==> config.mk <==
export PLATFORM = sky130hd
export DESIGN_NAME = port_mux_top
export DESIGN_NICKNAME = d
export VERILOG_FILES = /design/src/rtl/port_pkg.sv /design/src/rtl/pin_sync.sv /design/src/rtl/port_mux_top.sv
export VERILOG_INCLUDE_DIRS = /design/src /design/src/rtl
export SDC_FILE = /design/constraint.sdc
export NUM_CORES = 1
export LEC_CHECK = 0
export BUFFER_PORTS_ARGS = -buffer_cell sky130_fd_sc_hd__buf_2
export CORE_MARGIN = 8
export CORE_UTILIZATION = 50
export CTS_CLUSTER_SIZE = 8
export DETAILED_ROUTE_END_ITERATION = 10
export GPL_ROUTABILITY_DRIVEN = 0
export HOLD_SLACK_MARGIN = 0.08
export PLACE_DENSITY_LB_ADDON = 0.2
export REMOVE_ABC_BUFFERS = 1
export SLEW_MARGIN = 20
export SYNTH_ARGS = -nofsm -noshare
export SYNTH_HDL_FRONTEND = slang
export SYNTH_SLANG_ARGS = --single-unit
==> constraint.sdc <==
create_clock -name I_CORE_CLK -period 2.17 [get_ports I_CORE_CLK]
set_input_delay 0.434 -clock I_CORE_CLK [delete_from_list [all_inputs] [get_ports I_CORE_CLK]]
set_output_delay 0.434 -clock I_CORE_CLK [all_outputs]
set_load 0.05 [all_outputs]
==> src/rtl/port_defs.svh <==
`ifndef PORT_DEFS_SVH
`define PORT_DEFS_SVH

// ----------------------------------------------------------------
// register indices (byte address is four times the index)
// ----------------------------------------------------------------
`define DIR_IDX          16'hFFD1
`define DATA_IDX         16'hFFD3
`define MUX_IDX          16'hFFD5
`define STAT_IDX         16'hFFD7

// ----------------------------------------------------------------
// reset and read-back values
// ----------------------------------------------------------------
`define DIR_RST_MODE12   8'h00
`define DIR_RST_MODE34   8'h80
`define DATA_RST         8'h00
`define MUX_RST          5'h00
`define DIR_READ_VAL     8'hFF
`define RDATA_ZERO       32'h0000_0000

// ----------------------------------------------------------------
// operating mode codes and field positions
// ----------------------------------------------------------------
`define MODE_3           3'h3
`define MODE_4           3'h4
`define PIN7             7
`define MUX_SEL_TOP      2
`define MUX_PWM_BIT      3
`define MUX_PAT_BIT      4
`define STAT_MODE34_BIT  5

`endif

==> src/rtl/port_pkg.sv <==
package port_pkg;

    // ----------------------------------------------------------------
    // shared types
    // ----------------------------------------------------------------
    typedef logic [7:0] reg8_t;   // one port byte

    // who drives the top pin, one-hot
    typedef enum logic [4:0] {
        SRC_INPUT   = 5'b0_0001,
        SRC_PORT    = 5'b0_0010,
        SRC_PATTERN = 5'b0_0100,
        SRC_TIMER   = 5'b0_1000,
        SRC_ADDR    = 5'b1_0000
    } pin7_src_t;

endpackage : port_pkg

==> src/rtl/pin_sync.sv <==
module pin_sync #(
    parameter int W = 8
) (
    input  wire logic         i_clk,
    input  wire logic         i_rst_n,
    input  wire logic [W-1:0] i_async,
    output logic      [W-1:0] o_sync
);

    // ----------------------------------------------------------------
    // two-stage synchroniser; first stage feeds only the second
    // ----------------------------------------------------------------
    logic [W-1:0] meta_r;   // may go metastable, never read by logic

    // both stages clear on reset
    always_ff @(posedge i_clk or negedge i_rst_n) begin
        if (!i_rst_n) begin
            meta_r <= '0;
            o_sync <= '0;
        end else begin
            meta_r <= i_async;
            o_sync <= meta_r;
        end
    end

endmodule : pin_sync

==> src/rtl/port_mux_top.sv <==
// Summary of operation
// [RULE1] eight pins, direction bit one means output
// [RULE2] modes 3/4: pin 7 is address bit 20
// [RULE3] direction register reads back all ones
// [RULE4] reset direction 00 or 80 by mode
// [RULE5] software standby keeps direction register
// [RULE6] data read: latch if output, else pin
// [RULE7] data cleared on reset, kept in standby (code also clears it in hardware standby, keeps it in software standby)
// [RULE8] modes 1/2 pin 7: input, data, pattern
// [RULE9] timer compare output overrides pin 7
// [RULE10] capture input from pin 7 when selected
// [RULE11] select 001..011 means timer owns pin
//
// Register access over Avalon-MM was chosen for this implementation.
`include "port_defs.svh"

module port_mux_top (
    input  wire logic           I_CORE_CLK,
    input  wire logic           I_RST_N,
    input  wire logic [17:0]    I_AVS_ADDRESS,
    input  wire logic           I_AVS_READ,
    input  wire logic           I_AVS_WRITE,
    input  wire logic [31:0]    I_AVS_WRITEDATA,
    input  wire logic [3:0]     I_AVS_BYTEENABLE,
    output logic      [31:0]    O_AVS_READDATA,
    output logic                O_AVS_WAITREQUEST,
    input  wire logic [2:0]     I_MODE,
    input  wire logic           I_HW_STANDBY_N,
    input  wire logic           I_SW_STANDBY,
    input  wire logic           I_ADDR_BIT20,
    input  wire logic           I_TIMER2_IO_B_OUT,
    input  wire logic           I_PATTERN_OUTPUT_BIT7,
    input  wire port_pkg::reg8_t I_PORT_PIN_IN,
    output port_pkg::reg8_t     O_PORT_PIN_OUT,
    output port_pkg::reg8_t     O_PORT_PIN_OE,
    output logic                O_TIMER2_IO_B_CAPTURE
);
    import port_pkg::*;

    // ----------------------------------------------------------------
    // synchronisers for everything arriving from pins
    // ----------------------------------------------------------------
    reg8_t      pin_s;          // pin levels, two flops late
    logic [3:0] strap_s;        // {standby_n, mode}
    logic [2:0] mode_s;         // synchronised mode pins
    logic       hw_stby;        // hardware standby, active high
    logic       mode34;         // address mode, pin 7 is address

    pin_sync #(.W(8)) u_pin_sync (
        .i_clk   (I_CORE_CLK),
        .i_rst_n (I_RST_N),
        .i_async (I_PORT_PIN_IN),
        .o_sync  (pin_s)
    );

    pin_sync #(.W(4)) u_strap_sync (
        .i_clk   (I_CORE_CLK),
        .i_rst_n (I_RST_N),
        .i_async ({I_HW_STANDBY_N, I_MODE}),
        .o_sync  (strap_s)
    );

    assign mode_s  = strap_s[2:0];
    // sync stages reset to zero, so standby reads active until valid
    assign hw_stby = ~strap_s[3];
    assign mode34  = (mode_s == `MODE_3) || (mode_s == `MODE_4);

    // ----------------------------------------------------------------
    // initial load after reset release
    // ----------------------------------------------------------------
    logic init_r;   // high until the mode pins have been seen

    // clears one edge after standby is seen inactive, so the
    // mode-dependent load below uses settled mode pins
    always_ff @(posedge I_CORE_CLK or negedge I_RST_N) begin
        if (!I_RST_N) begin
            init_r <= 1'b1;
        end else if (hw_stby) begin
            init_r <= 1'b1;
        end else begin
            init_r <= 1'b0;
        end
    end

    // ----------------------------------------------------------------
    // avalon slave: decode and one wait state
    // ----------------------------------------------------------------
    logic [15:0] word_idx;    // register index from byte address
    logic        req;         // read or write pending
    logic        ack_r;       // answer cycle, waitrequest low
    logic        hit_dir;
    logic        hit_data;
    logic        hit_mux;
    logic        hit_stat;
    logic        wr_go;       // write takes effect this edge
    logic        rd_cap;      // read data captured this edge

    assign word_idx = I_AVS_ADDRESS[17:2];
    assign req      = I_AVS_READ | I_AVS_WRITE;
    assign hit_dir  = (word_idx == `DIR_IDX);
    assign hit_data = (word_idx == `DATA_IDX);
    assign hit_mux  = (word_idx == `MUX_IDX);
    assign hit_stat = (word_idx == `STAT_IDX);
    // only the low byte lane carries register bits
    assign wr_go    = I_AVS_WRITE & ack_r & I_AVS_BYTEENABLE[0]
                      & ~I_SW_STANDBY & ~hw_stby;
    assign rd_cap   = I_AVS_READ & ~ack_r & ~init_r;

    assign O_AVS_WAITREQUEST = req & ~ack_r;

    // ack rises one cycle after the request, held off during init
    always_ff @(posedge I_CORE_CLK or negedge I_RST_N) begin
        if (!I_RST_N) begin
            ack_r <= 1'b0;
        end else begin
            ack_r <= req & ~ack_r & ~init_r;
        end
    end

    // ----------------------------------------------------------------
    // direction register
    // ----------------------------------------------------------------
    reg8_t ddr_r;     // stored direction bits
    reg8_t ddr_eff;   // direction as the pins see it

    // [RULE4] mode-dependent reset
    // [RULE5] no other update, so software standby retains it
    always_ff @(posedge I_CORE_CLK or negedge I_RST_N) begin
        if (!I_RST_N) begin
            ddr_r <= `DIR_RST_MODE12;
        end else if (hw_stby || init_r) begin
            ddr_r <= mode34 ? `DIR_RST_MODE34 : `DIR_RST_MODE12;
        end else if (wr_go && hit_dir) begin
            // [RULE2] bit 7 write ignored
            ddr_r <= mode34 ? {1'b1, I_AVS_WRITEDATA[6:0]}
                            : I_AVS_WRITEDATA[7:0];
        end
    end

    // [RULE2] bit 7 forced while address mode
    always_comb begin
        ddr_eff         = ddr_r;
        ddr_eff[`PIN7]  = ddr_r[`PIN7] | mode34;
    end

    // ----------------------------------------------------------------
    // data register
    // ----------------------------------------------------------------
    reg8_t data_r;   // latched output data

    // [RULE7] cleared on reset and hardware standby, retained otherwise
    always_ff @(posedge I_CORE_CLK or negedge I_RST_N) begin
        if (!I_RST_N) begin
            data_r <= `DATA_RST;
        end else if (hw_stby) begin
            data_r <= `DATA_RST;
        end else if (wr_go && hit_data) begin
            data_r <= I_AVS_WRITEDATA[7:0];
        end
    end

    // ----------------------------------------------------------------
    // pin-7 function control (timer select, pwm, pattern enable)
    // ----------------------------------------------------------------
    logic [4:0] mux_r;     // {pattern en, pwm, select[2:0]}
    logic       tmr_own;   // timer drives pin 7 as compare output
    logic       cap_sel;   // pin 7 routed to capture input

    // software standby also keeps this control state
    always_ff @(posedge I_CORE_CLK or negedge I_RST_N) begin
        if (!I_RST_N) begin
            mux_r <= `MUX_RST;
        end else if (hw_stby) begin
            mux_r <= `MUX_RST;
        end else if (wr_go && hit_mux) begin
            mux_r <= I_AVS_WRITEDATA[4:0];
        end
    end

    // [RULE11] selections 001..011 are compare output
    assign tmr_own = ~mux_r[`MUX_SEL_TOP] & (mux_r[1:0] != 2'b00);
    // [RULE10] top select bit set and pwm off
    assign cap_sel = mux_r[`MUX_SEL_TOP] & ~mux_r[`MUX_PWM_BIT];

    // ----------------------------------------------------------------
    // pin-7 source selection
    // ----------------------------------------------------------------
    pin7_src_t src7;   // current owner of pin 7

    // priority: address mode, timer, then direction and pattern
    always_comb begin
        if (mode34) begin
            // [RULE2] address output
            src7 = SRC_ADDR;
        end else if (tmr_own) begin
            // [RULE9] timer overrides direction
            src7 = SRC_TIMER;
        end else if (!ddr_r[`PIN7]) begin
            // [RULE8] plain input
            src7 = SRC_INPUT;
        end else if (mux_r[`MUX_PAT_BIT]) begin
            // [RULE8] pattern output
            src7 = SRC_PATTERN;
        end else begin
            src7 = SRC_PORT;
        end
    end

    // ----------------------------------------------------------------
    // pin drivers, registered
    // ----------------------------------------------------------------
    reg8_t pin_out_nxt;
    reg8_t pin_oe_nxt;

    // [RULE1] pins 6..0 follow direction and data
    always_comb begin
        pin_out_nxt = data_r;
        pin_oe_nxt  = ddr_eff;
        unique case (src7)
            SRC_ADDR: begin
                pin_out_nxt[`PIN7] = I_ADDR_BIT20;
                pin_oe_nxt[`PIN7]  = 1'b1;
            end
            SRC_TIMER: begin
                pin_out_nxt[`PIN7] = I_TIMER2_IO_B_OUT;
                pin_oe_nxt[`PIN7]  = 1'b1;
            end
            SRC_PATTERN: begin
                pin_out_nxt[`PIN7] = I_PATTERN_OUTPUT_BIT7;
                pin_oe_nxt[`PIN7]  = 1'b1;
            end
            SRC_PORT: begin
                pin_out_nxt[`PIN7] = data_r[`PIN7];
                pin_oe_nxt[`PIN7]  = 1'b1;
            end
            SRC_INPUT: begin
                pin_out_nxt[`PIN7] = data_r[`PIN7];
                pin_oe_nxt[`PIN7]  = 1'b0;
            end
        endcase
        // hardware standby floats every pin
        if (hw_stby) begin
            pin_oe_nxt = '0;
        end
    end

    // one cycle of latency buys glitch-free pin drive
    always_ff @(posedge I_CORE_CLK or negedge I_RST_N) begin
        if (!I_RST_N) begin
            O_PORT_PIN_OUT <= '0;
            O_PORT_PIN_OE  <= '0;
        end else begin
            O_PORT_PIN_OUT <= pin_out_nxt;
            O_PORT_PIN_OE  <= pin_oe_nxt;
        end
    end

    // [RULE10] capture path, gated when not selected
    always_ff @(posedge I_CORE_CLK or negedge I_RST_N) begin
        if (!I_RST_N) begin
            O_TIMER2_IO_B_CAPTURE <= 1'b0;
        end else begin
            O_TIMER2_IO_B_CAPTURE <= cap_sel & pin_s[`PIN7];
        end
    end

    // ----------------------------------------------------------------
    // read data
    // ----------------------------------------------------------------
    logic [31:0] rdata_nxt;
    reg8_t       port_view;   // what a data read returns

    // [RULE6] latch for outputs, pin level for inputs
    assign port_view = (ddr_eff & data_r) | (~ddr_eff & pin_s);

    // unmapped indices read zero
    always_comb begin
        rdata_nxt = `RDATA_ZERO;
        if (hit_dir) begin
            // [RULE3] write-only, reads all ones
            rdata_nxt[7:0] = `DIR_READ_VAL;
        end else if (hit_data) begin
            rdata_nxt[7:0] = port_view;
        end else if (hit_mux) begin
            rdata_nxt[4:0] = mux_r;
        end else if (hit_stat) begin
            rdata_nxt[4:0] = src7;
            rdata_nxt[`STAT_MODE34_BIT] = mode34;
        end
    end

    // captured in the wait cycle, stands through the answer cycle
    always_ff @(posedge I_CORE_CLK or negedge I_RST_N) begin
        if (!I_RST_N) begin
            O_AVS_READDATA <= `RDATA_ZERO;
        end else if (rd_cap) begin
            O_AVS_READDATA <= rdata_nxt;
        end
    end
endmodule : port_mux_top

**Word level (Yosys, flattened, before mapping)**

Index checks and enable logic that the tools add are counted.

- Word-level logic and storage cells: 80
- Output and inout bits: 50
- Bits in registers: 72
- Input bits: 74

- Reductions and logical operators: 9
- Bitwise logic cells: 23
- Equal/unequal tests: 13
- Mux-type cells: 22

Operator list:

| kind | count |
|---|---|
| $eq A16 B16 Y1 const B | 4 |
| $mux W8 | 8 |
| $mux W5 | 4 |
| $and A8 B8 Y8 | 2 |
| $mux W6 | 2 |
| $and A1 B1 Y1 | 11 |
| $not A8 Y8 | 1 |
| $or A8 B8 Y8 | 1 |
| $mux W3 | 2 |
| $not A1 Y1 | 6 |
| $eq A5 B1 Y1 const B | 1 |
| $eq A5 B2 Y1 const B | 1 |
| $eq A5 B3 Y1 const B | 1 |
| $eq A5 B4 Y1 const B | 1 |
| $eq A5 B5 Y1 const B | 1 |
| $mux W4 | 1 |
| $ne A2 B2 Y1 const B | 2 |
| $pmux W1 S4 | 1 |
| $reduce_bool A2 Y1 | 2 |
| $reduce_or A4 Y1 | 1 |
| $eq A3 B2 Y1 const B | 1 |
| $eq A3 B3 Y1 const B | 1 |
| $logic_and A1 B1 Y1 | 3 |
| $logic_or A1 B1 Y1 | 2 |
| other kinds (5) | 7 |

**Depth between registers and ports, before layout**

Gate-level depths: netlist (run 1).

- Depth in word-level cells: 8
- Mapped depth: 7
- Mapped depth without buffers: 5

**Modules after synthesis**

From an unflattened synthesis (run 1), not the netlist that was laid out.

- Cell total of the unflattened synthesis: 268
- Area, all modules: 3066.7 sq um

Modules (own cells, without submodules):

| module | area an instance (sq um) | instances | cells each | sequential area each (sq um) |
|---|---|---|---|---|
| port_mux_top | 2466.1 | 1 | 244 | 1202.4 |
| pin_sync (u_pin_sync) | 400.4 | 1 | 16 | 400.4 |
| pin_sync (u_strap_sync) | 200.2 | 1 | 8 | 200.2 |

**Least setup slack after synthesis (run 1)**

No wires, ideal clock.

- Path type: in2reg
- Start point: in I_AVS_ADDRESS[2]
- End point: reg O_AVS_READDATA[2]
- Data arrival time: 1.705 ns
- Required time: 2.088 ns
- Stages: 6
- Setup time: 0.082 ns
- Path slack: 0.383 ns
- Path buffers: 1
- Cells stage by stage: nand4_1 > or4_1 > buf_2 > nor4_4 > nand3_1 > a31oi_1

- Cells in the longest elaborated chain, start to end: 5
- Elaborated cells between the ends (all ways): 8
- Classes of those cells: 4 x eq/ne; 4 x mux

Ends and longest elaborated chain:

| what | RTL line | RTL |
|---|---|---|
| start: declaration | port_mux_top.sv:20 | `input wire logic [17:0] I_AVS_ADDRESS,` |
| $eq A16 B16 Y1 (no line) | -- |  |
| $mux W6 | port_mux_top.sv:286 | `end else if (hit_stat) begin` |
| $mux W5 | port_mux_top.sv:284 | `end else if (hit_mux) begin` |
| $mux W6 | port_mux_top.sv:282 | `end else if (hit_data) begin` |
| $mux W8 * | port_mux_top.sv:279 | `if (hit_dir) begin` |
| end signal: assignment | port_mux_top.sv:295 | `` O_AVS_READDATA <= `RDATA_ZERO; `` |
| end signal: assignment | port_mux_top.sv:297 | `O_AVS_READDATA <= rdata_nxt;` |
| end: declaration | port_mux_top.sv:25 | `output logic [31:0] O_AVS_READDATA,` |

Mark *: on every way between the ends. The rest lies on a longest branch, timed or not.
A chain may end at the register's enable or synchronous reset.

**Worst setup path after layout (run 1)**

- Start point: in I_AVS_ADDRESS[7]
- End point: reg O_AVS_READDATA[7]

- Cells in the longest elaborated chain, start to end: 3
- Elaborated cells between the ends (all ways): 4
- Classes of those cells: 2 x eq/ne; 2 x mux

Ends and longest elaborated chain:

| what | RTL line |
|---|---|
| $eq A16 B16 Y1 (no line) | -- |
| $mux W2 | port_mux_top.sv:282 |
| $mux W8 * | port_mux_top.sv:279 |

Marks and branches as above.

==> run summary, run 1 <==
pin count of the biggest net entering global routing: 33
die area: 8650 um2
R2R setup slack: 0.44 ns
Ports: 124
share of post-route cells with drive strength above 1: 0.299
Min Hold Slack: 0.104 ns
Vias: 2054
first-pass GRT wire length: 10.5 mm
vias in the first global route: 2137
Max rail drop VDD: 629 uV
Logic pwr share: 0.104
Clock H-tree levels: 3
PortBufs: 70
FP Rows: 28
CP cell instances: buf_2 > nand4b_4 > or4_1 > a2111oi_0 > a21o_1
unrepaired setup endpoints after global routing: false
min cycle time layout: 1.81 ns
synthesized area per cell: 11.8 um2
area delta synth->final: 21.0%
GRT overflow: 0
Final Net Count: 404
status: finished, final reports clean
Switching Fraction: 0.249
Power Internal: 2.25 mW
Most used DFF post-synth: dfrtp_1
FFs w/ async S/R, synth: 1.00
Synth cell types: 44
Final Setup Violations: 0
area leader, netlist: dfrtp_1
most common cell in the netlist: dfrtp_1
Inst Count DP: 394
post-placement setup slack: 0.0213 ns
largest cells by area after synthesis: dfrtp_1, mux2i_1, buf_4
clock-pin slew on the worst setup and hold paths: 0.08 ns
Hold Buf Count CTS: 0
P_leak: 1.88 nW
Synth warnings: 0
part of the power in the clock network: 0.428
PostCTS Resize Cnt: 0
Slew HR: 0.573
r2r endpoint: O_AVS_READDATA[4]
Die X: 93.0 um
Worst path max stage delay: 0.64 ns
CP endpoint kind: register
ant diodes: 0
Total Routing Usage GR: 0.157
synth cell count leaders: dfrtp_1, nor2_1, buf_4, mux2i_1, nand2_1
initial core utilization: 0.510
Routed WL per cell: 16.2 um
setup fix buffers added after clock tree synthesis: 0
ANT nets after route: 0
hpwl dp: 4.93 mm
Core Area: 5820 um2
Fin. Hold Viols: 0
sequential fraction of the synthesis area: 0.608
HP Class: input pin to async pin
vias per inst: 5.01
clock root buffer: clkbuf_8
maximum clock path buffer count: 2
Pre-Repair DR Iteration Count: 4
Mapped Cells: 252
Slowest-stage cell, CP: or4_1
r2r startpoint: u_strap_sync.o_sync[1]
post-synthesis register bit count: 72
skew final: 0.0103 ns
CP Max Fanout: 6
CTS tree: done
DRT Wirelength: 6.65 mm
share of the synthesized area in the top cell type: 0.599
switching power: 0.747 mW
Initial DRC Count: 92
initial antenna violation count: 0
CTS Buf Count: 9
Post-route DRC: 0
worst skew pair latency: 0.34 ns
Non-Filler Instances: 410
PnR worst setup slack: 0.355 ns
fin. max-slew vios: 0
Seq pwr share: 0.468
EDFF count, synth: 0
power per cell area: 835 nW/um2
period utilization: 0.836
setup_tns: 0 ns
slew at the pin closest to its max-slew limit: 0.640 ns
CP required: 2.45 ns
fmax: 0.551 GHz
Die Ht: 93.0 um
max-cap violations: 0
critical path arrival: 2.09 ns
critical path type: input pin to register
startpoint types: input pin
Post-Syn Area: 2970 um2
clock sink count: 72
worst reg2reg path depth: 5
-- layout by cell type (no fill, tap or decap), types with 4 or more instances in the layout --
cell       n
o21ai_0    6
dfrtp_1   71
conb_1    24
and2_1     9
nor3_1     4
nand4_1    4
a31oi_1    4
mux2i_1   22
nor2_1    30
buf_4      6
nand3_1    5
nand2b_1   5
a21oi_1    5
clkbuf_8  10
nand2_1   14
buf_2     70
-- how the worst max path moves through the flow --
stage | start | to | slack [ns] | cells after the start
3_5_place_dp | I_AVS_ADDRESS[7] | O_AVS_READDATA[7] | 0.02 | 5
4_1_cts | I_AVS_ADDRESS[7] | O_AVS_READDATA[7] | 0.37 | 5
2_1_floorplan | I_AVS_ADDRESS[2] | O_AVS_READDATA[2] | 0.38 | 5
5_1_grt | I_AVS_ADDRESS[7] | O_AVS_READDATA[7] | 0.21 | 5
6_report | I_AVS_ADDRESS[7] | O_AVS_READDATA[7] | 0.36 | 5
3_3_place_gp | I_AVS_ADDRESS[7] | O_AVS_READDATA[1] | 0.10 | 6
-- sequential cells by signal, summed over array words and instances, names as in the netlist --
register and cells:
O_TIMER2_IO_B_CAPTURE 1, u_strap_sync.o_sync 4, u_strap_sync.meta_r 4, u_pin_sync.o_sync 8
O_PORT_PIN_OUT 8, u_pin_sync.meta_r 8, ack_r 1, O_AVS_READDATA 8
mux_r 5, init_r 1, O_PORT_PIN_OE 8, data_r 8
ddr_r 8
-- worst max-delay path: cells and delay by family --
family,cells,cell delay [ns]
AO/OA/AOI/OAI,2,0.72
buffers and inverters,1,0.10
AND/OR/NAND/NOR,2,0.83
-- routing by layer --
layer / vias up / GRT usage / share of wire
li1: 976 / - / -
met1: 983 / 0.195 / 0.43
met2: 84 / 0.234 / 0.46
met3: 11 / 0.0569 / 0.094
met4: 0 / 0.0886 / 0.020
met5: - / 0 / 0
-- per-stage QoR --
step                utilization  power (mW)  cell area (um2)
floorplan                     -        1.62             2840
global placement          0.575        1.74             3340
detailed placement        0.575        1.74             3340
CTS                       0.617        3.02             3590
global route              0.617        3.10             3590
finish                    0.617        3.00             3590
-- layout make-up --
type                       instances  area [um2]
clock inverter                     5         104
clock buffer                      11         141
fill                             481        2230
multi-input combinational        167        1020
tap                               75        93.8
inverter                           3        11.3
timing repair buffer              77         415
sequential                        72        1800
-- power by group through the flow --
stage	combinational, mW	clock [mW]	sequential [mW]
CTS	0.315	1.31	1.40
finish	0.313	1.28	1.40
detailed placement	0.314	0	1.43
global route	0.338	1.36	1.41
global placement	0.311	0	1.42
floorplan	0.154	0	1.46
-- cell families after synthesis --
| family | Yosys count | share of synthesized area |
|---|---|---|
| muxes | 24 | 0.0818 |
| DFF | 72 | 0.608 |
| buffers and inverters | 36 | 0.0772 |
| and+or+nand+nor | 84 | 0.152 |
| other | 1 | 0.00126 |
| AOI/OAI and AO/OA | 35 | 0.0801 |
Note: power is estimated with default switching activity, not from simulation.
==> run 2, diff against run 1 <==
CORE_UTILIZATION = 43   (was 50)
clock period = 1.5 ns   (was 2.17 ns; I/O delays follow)
==> run 2 against run 1 <==
Die area increased by 13%. Largest cell class unchanged. Sequential share of layout area shrank 4.2 points. Clock skew fell by 0.0027 ns. Sequential power grew 45%. Clock-buffer cell count is 3 higher. Highest routed layer unchanged. Critical path depth grew 1. Final cell count increased by 10%. Wire length rose by 5.9%. Sequential cell count unchanged. Clock power up 11%. Critical endpoint is now O_AVS_READDATA[1]. Combinational power rose by 70%.
==> run summary, run 2 (synthesis gave the netlist of run 1 again) <==
Max rail drop VDD: 568 uV (-9.7%)
die area: 9810 um2 (+13%)
filler cell count: 597 (+24%)
GRT overflow: 0 (unchanged)
setup_tns: 0 ns (unchanged)
Core Area: 6720 um2 (+16%)
fmax: 0.685 GHz
power per cell area: 1020 nW/um2 (+22%)
Vias: 2184 (+6.3%)
CP required: 1.76 ns (-0.69 ns)
first-pass GRT wire length: 11.6 mm (+9.9%)
CTS tree: done
Ports: 124 (unchanged)
Die Ht: 99.1 um (+6.5%)
Clock H-tree levels: 3 (unchanged)
period utilization: 0.973
ant diodes: 0 (unchanged)
unrepaired setup endpoints after global routing: true
Finished Core Util: 0.582 (-0.0348)
Tot Pwr: 3.98 mW (+33%)
initial antenna violation count: 0 (unchanged)
Post-route DRC: 0 (unchanged)
critical path arrival: 1.72 ns (-0.37 ns)
Initial DRC Count: 81 (-12%)
clock-pin slew on the worst setup and hold paths: 0.07 ns (about the same)
vias in the first global route: 2331 (+9.1%)
worst skew pair latency: 0.34 ns (about the same)
FP Rows: 30 (+7.1%)
P_leak: 2.03 nW (+8.4%)
skew final: 0.00752 ns (-0.00275 ns)
HP Class: input pin to register
Total Routing Usage GR: 0.152 (-0.00525)
hpwl dp: 5.38 mm (+9.2%)
max-cap violations: 0 (unchanged)
ANT nets after route: 0 (unchanged)
fin. max-slew vios: 0 (unchanged)
Fin. Hold Viols: 0 (unchanged)
Final Setup Violations: 0 (unchanged)
min cycle time layout: 1.46 ns
vias per inst: 4.84 (-3.3%)
Final Net Count: 440 (+8.9%)
CP Max Fanout: 6 (unchanged)
Pre-Repair DR Iteration Count: 5 (+1)
critical path type: input pin to register
pin count of the biggest net entering global routing: 34 (+3.0%)
maximum clock path buffer count: 2 (unchanged)
leading cell type in the layout, fill and taps excluded: dfrtp_1
CP endpoint kind: register
area delta synth->final: 31.9%
commonest non-fill, non-tap cells in the layout: dfrtp_1, buf_2, nor2_1
status: finished, final reports clean
initial core utilization: 0.442 (-0.0686)
Die X: 99.1 um (+6.5%)
PortBufs: 70 (unchanged)
CTS Buf Count: 9 (unchanged)
Routed WL per cell: 15.6 um (-3.7%)
clock sink count: 72 (unchanged)
startpoint types: input pin
share of post-route cells with drive strength above 1: 0.345 (+0.0465)
DRT Wirelength: 7.04 mm (+5.9%)
clock root buffer: clkbuf_8
run 2: cell count changes in the layout (fill, tap and decap cells not counted), sizes merged:
cell | before | now
buf | 77 | 100
clkinvlp | 0 | 1
bufinv | 3 | 0
dlygate4sd3 | 0 | 13
clkinv | 2 | 1
clkbuf | 11 | 14
run 2: worst paths after layout:
| check | from | to | slack [ns] | depth (start not counted) |
|---|---|---|---|---|
| worst min-delay path | I_ADDR_BIT20 | O_PORT_PIN_OUT[7] | 0.16 | 3 |
| worst max register to register | ack_r | ddr_r[2] | 0.07 | 7 |
| worst min register to register | u_pin_sync.meta_r[3] | u_pin_sync.o_sync[3] | 0.35 | 0 |
| min in group asynchronous | I_RST_N | O_PORT_PIN_OUT[6] | 0.46 | 2 |
| worst max-delay path | I_AVS_ADDRESS[13] | O_AVS_READDATA[1] | 0.04 | 6 |
| max in group asynchronous | I_RST_N | ddr_r[7] | 0.52 | 3 |
run 2: what timing repair did:
item,CTS,global route
resized for setup,4,6
hold buffers,13,0
gates cloned,0,0
endpoints found under the setup margin,4,15
hold endpoints to repair,25,0
buffers inserted,0,1
pin swaps,0,2
run 2: worst max-delay path, cell delays in order:
cell and delay (ns):
buf_2 0.09, nand4_2 0.11, or4_4 0.62, nor4_4 0.30, nand3b_1 0.13, a31oi_1 0.18
run 2: metrics by stage:
stage          area [um2]  hold slack, ns  std cells  setup slack (ns)
4_1_cts              3880           0.152        450           0.00961
3_3_place_gp         3550           0.261        421            -0.335
5_1_grt              3910           0.156        451           -0.0326
6_report             3910           0.157        451            0.0408
3_5_place_dp         3550           0.266        421            -0.382
2_1_floorplan        2840         0.00441        242            -0.156
run 2: layout make-up:
cell class	instances	area (um2)	share of cell area
sequential	72	1800	0.461
multi-input combinational	167	1050	0.269
timing repair buffer	113	763	0.195
clock buffer	14	173	0.0441
tap	80	100	0.0256
clock inverter	2	12.5	0.00320
inverter	3	11.3	0.00288
run 2: routing by layer:
layer,global-route usage,part of all wire,vias up
met5,0,0,-
met4,0.0629,0.020,0
met3,0.0606,0.079,10
met2,0.244,0.48,72
met1,0.177,0.42,1052
li1,-,-,1050
run 2: where the power goes:
group / leakage [nW] / switching (mW) / internal [mW]
logic: 1.00 / 0.366 / 0.165
clock network: 0.0927 / 0.683 / 0.735
registers: 0.937 / 0.0303 / 2.00
total: 2.03 / 1.08 / 2.90
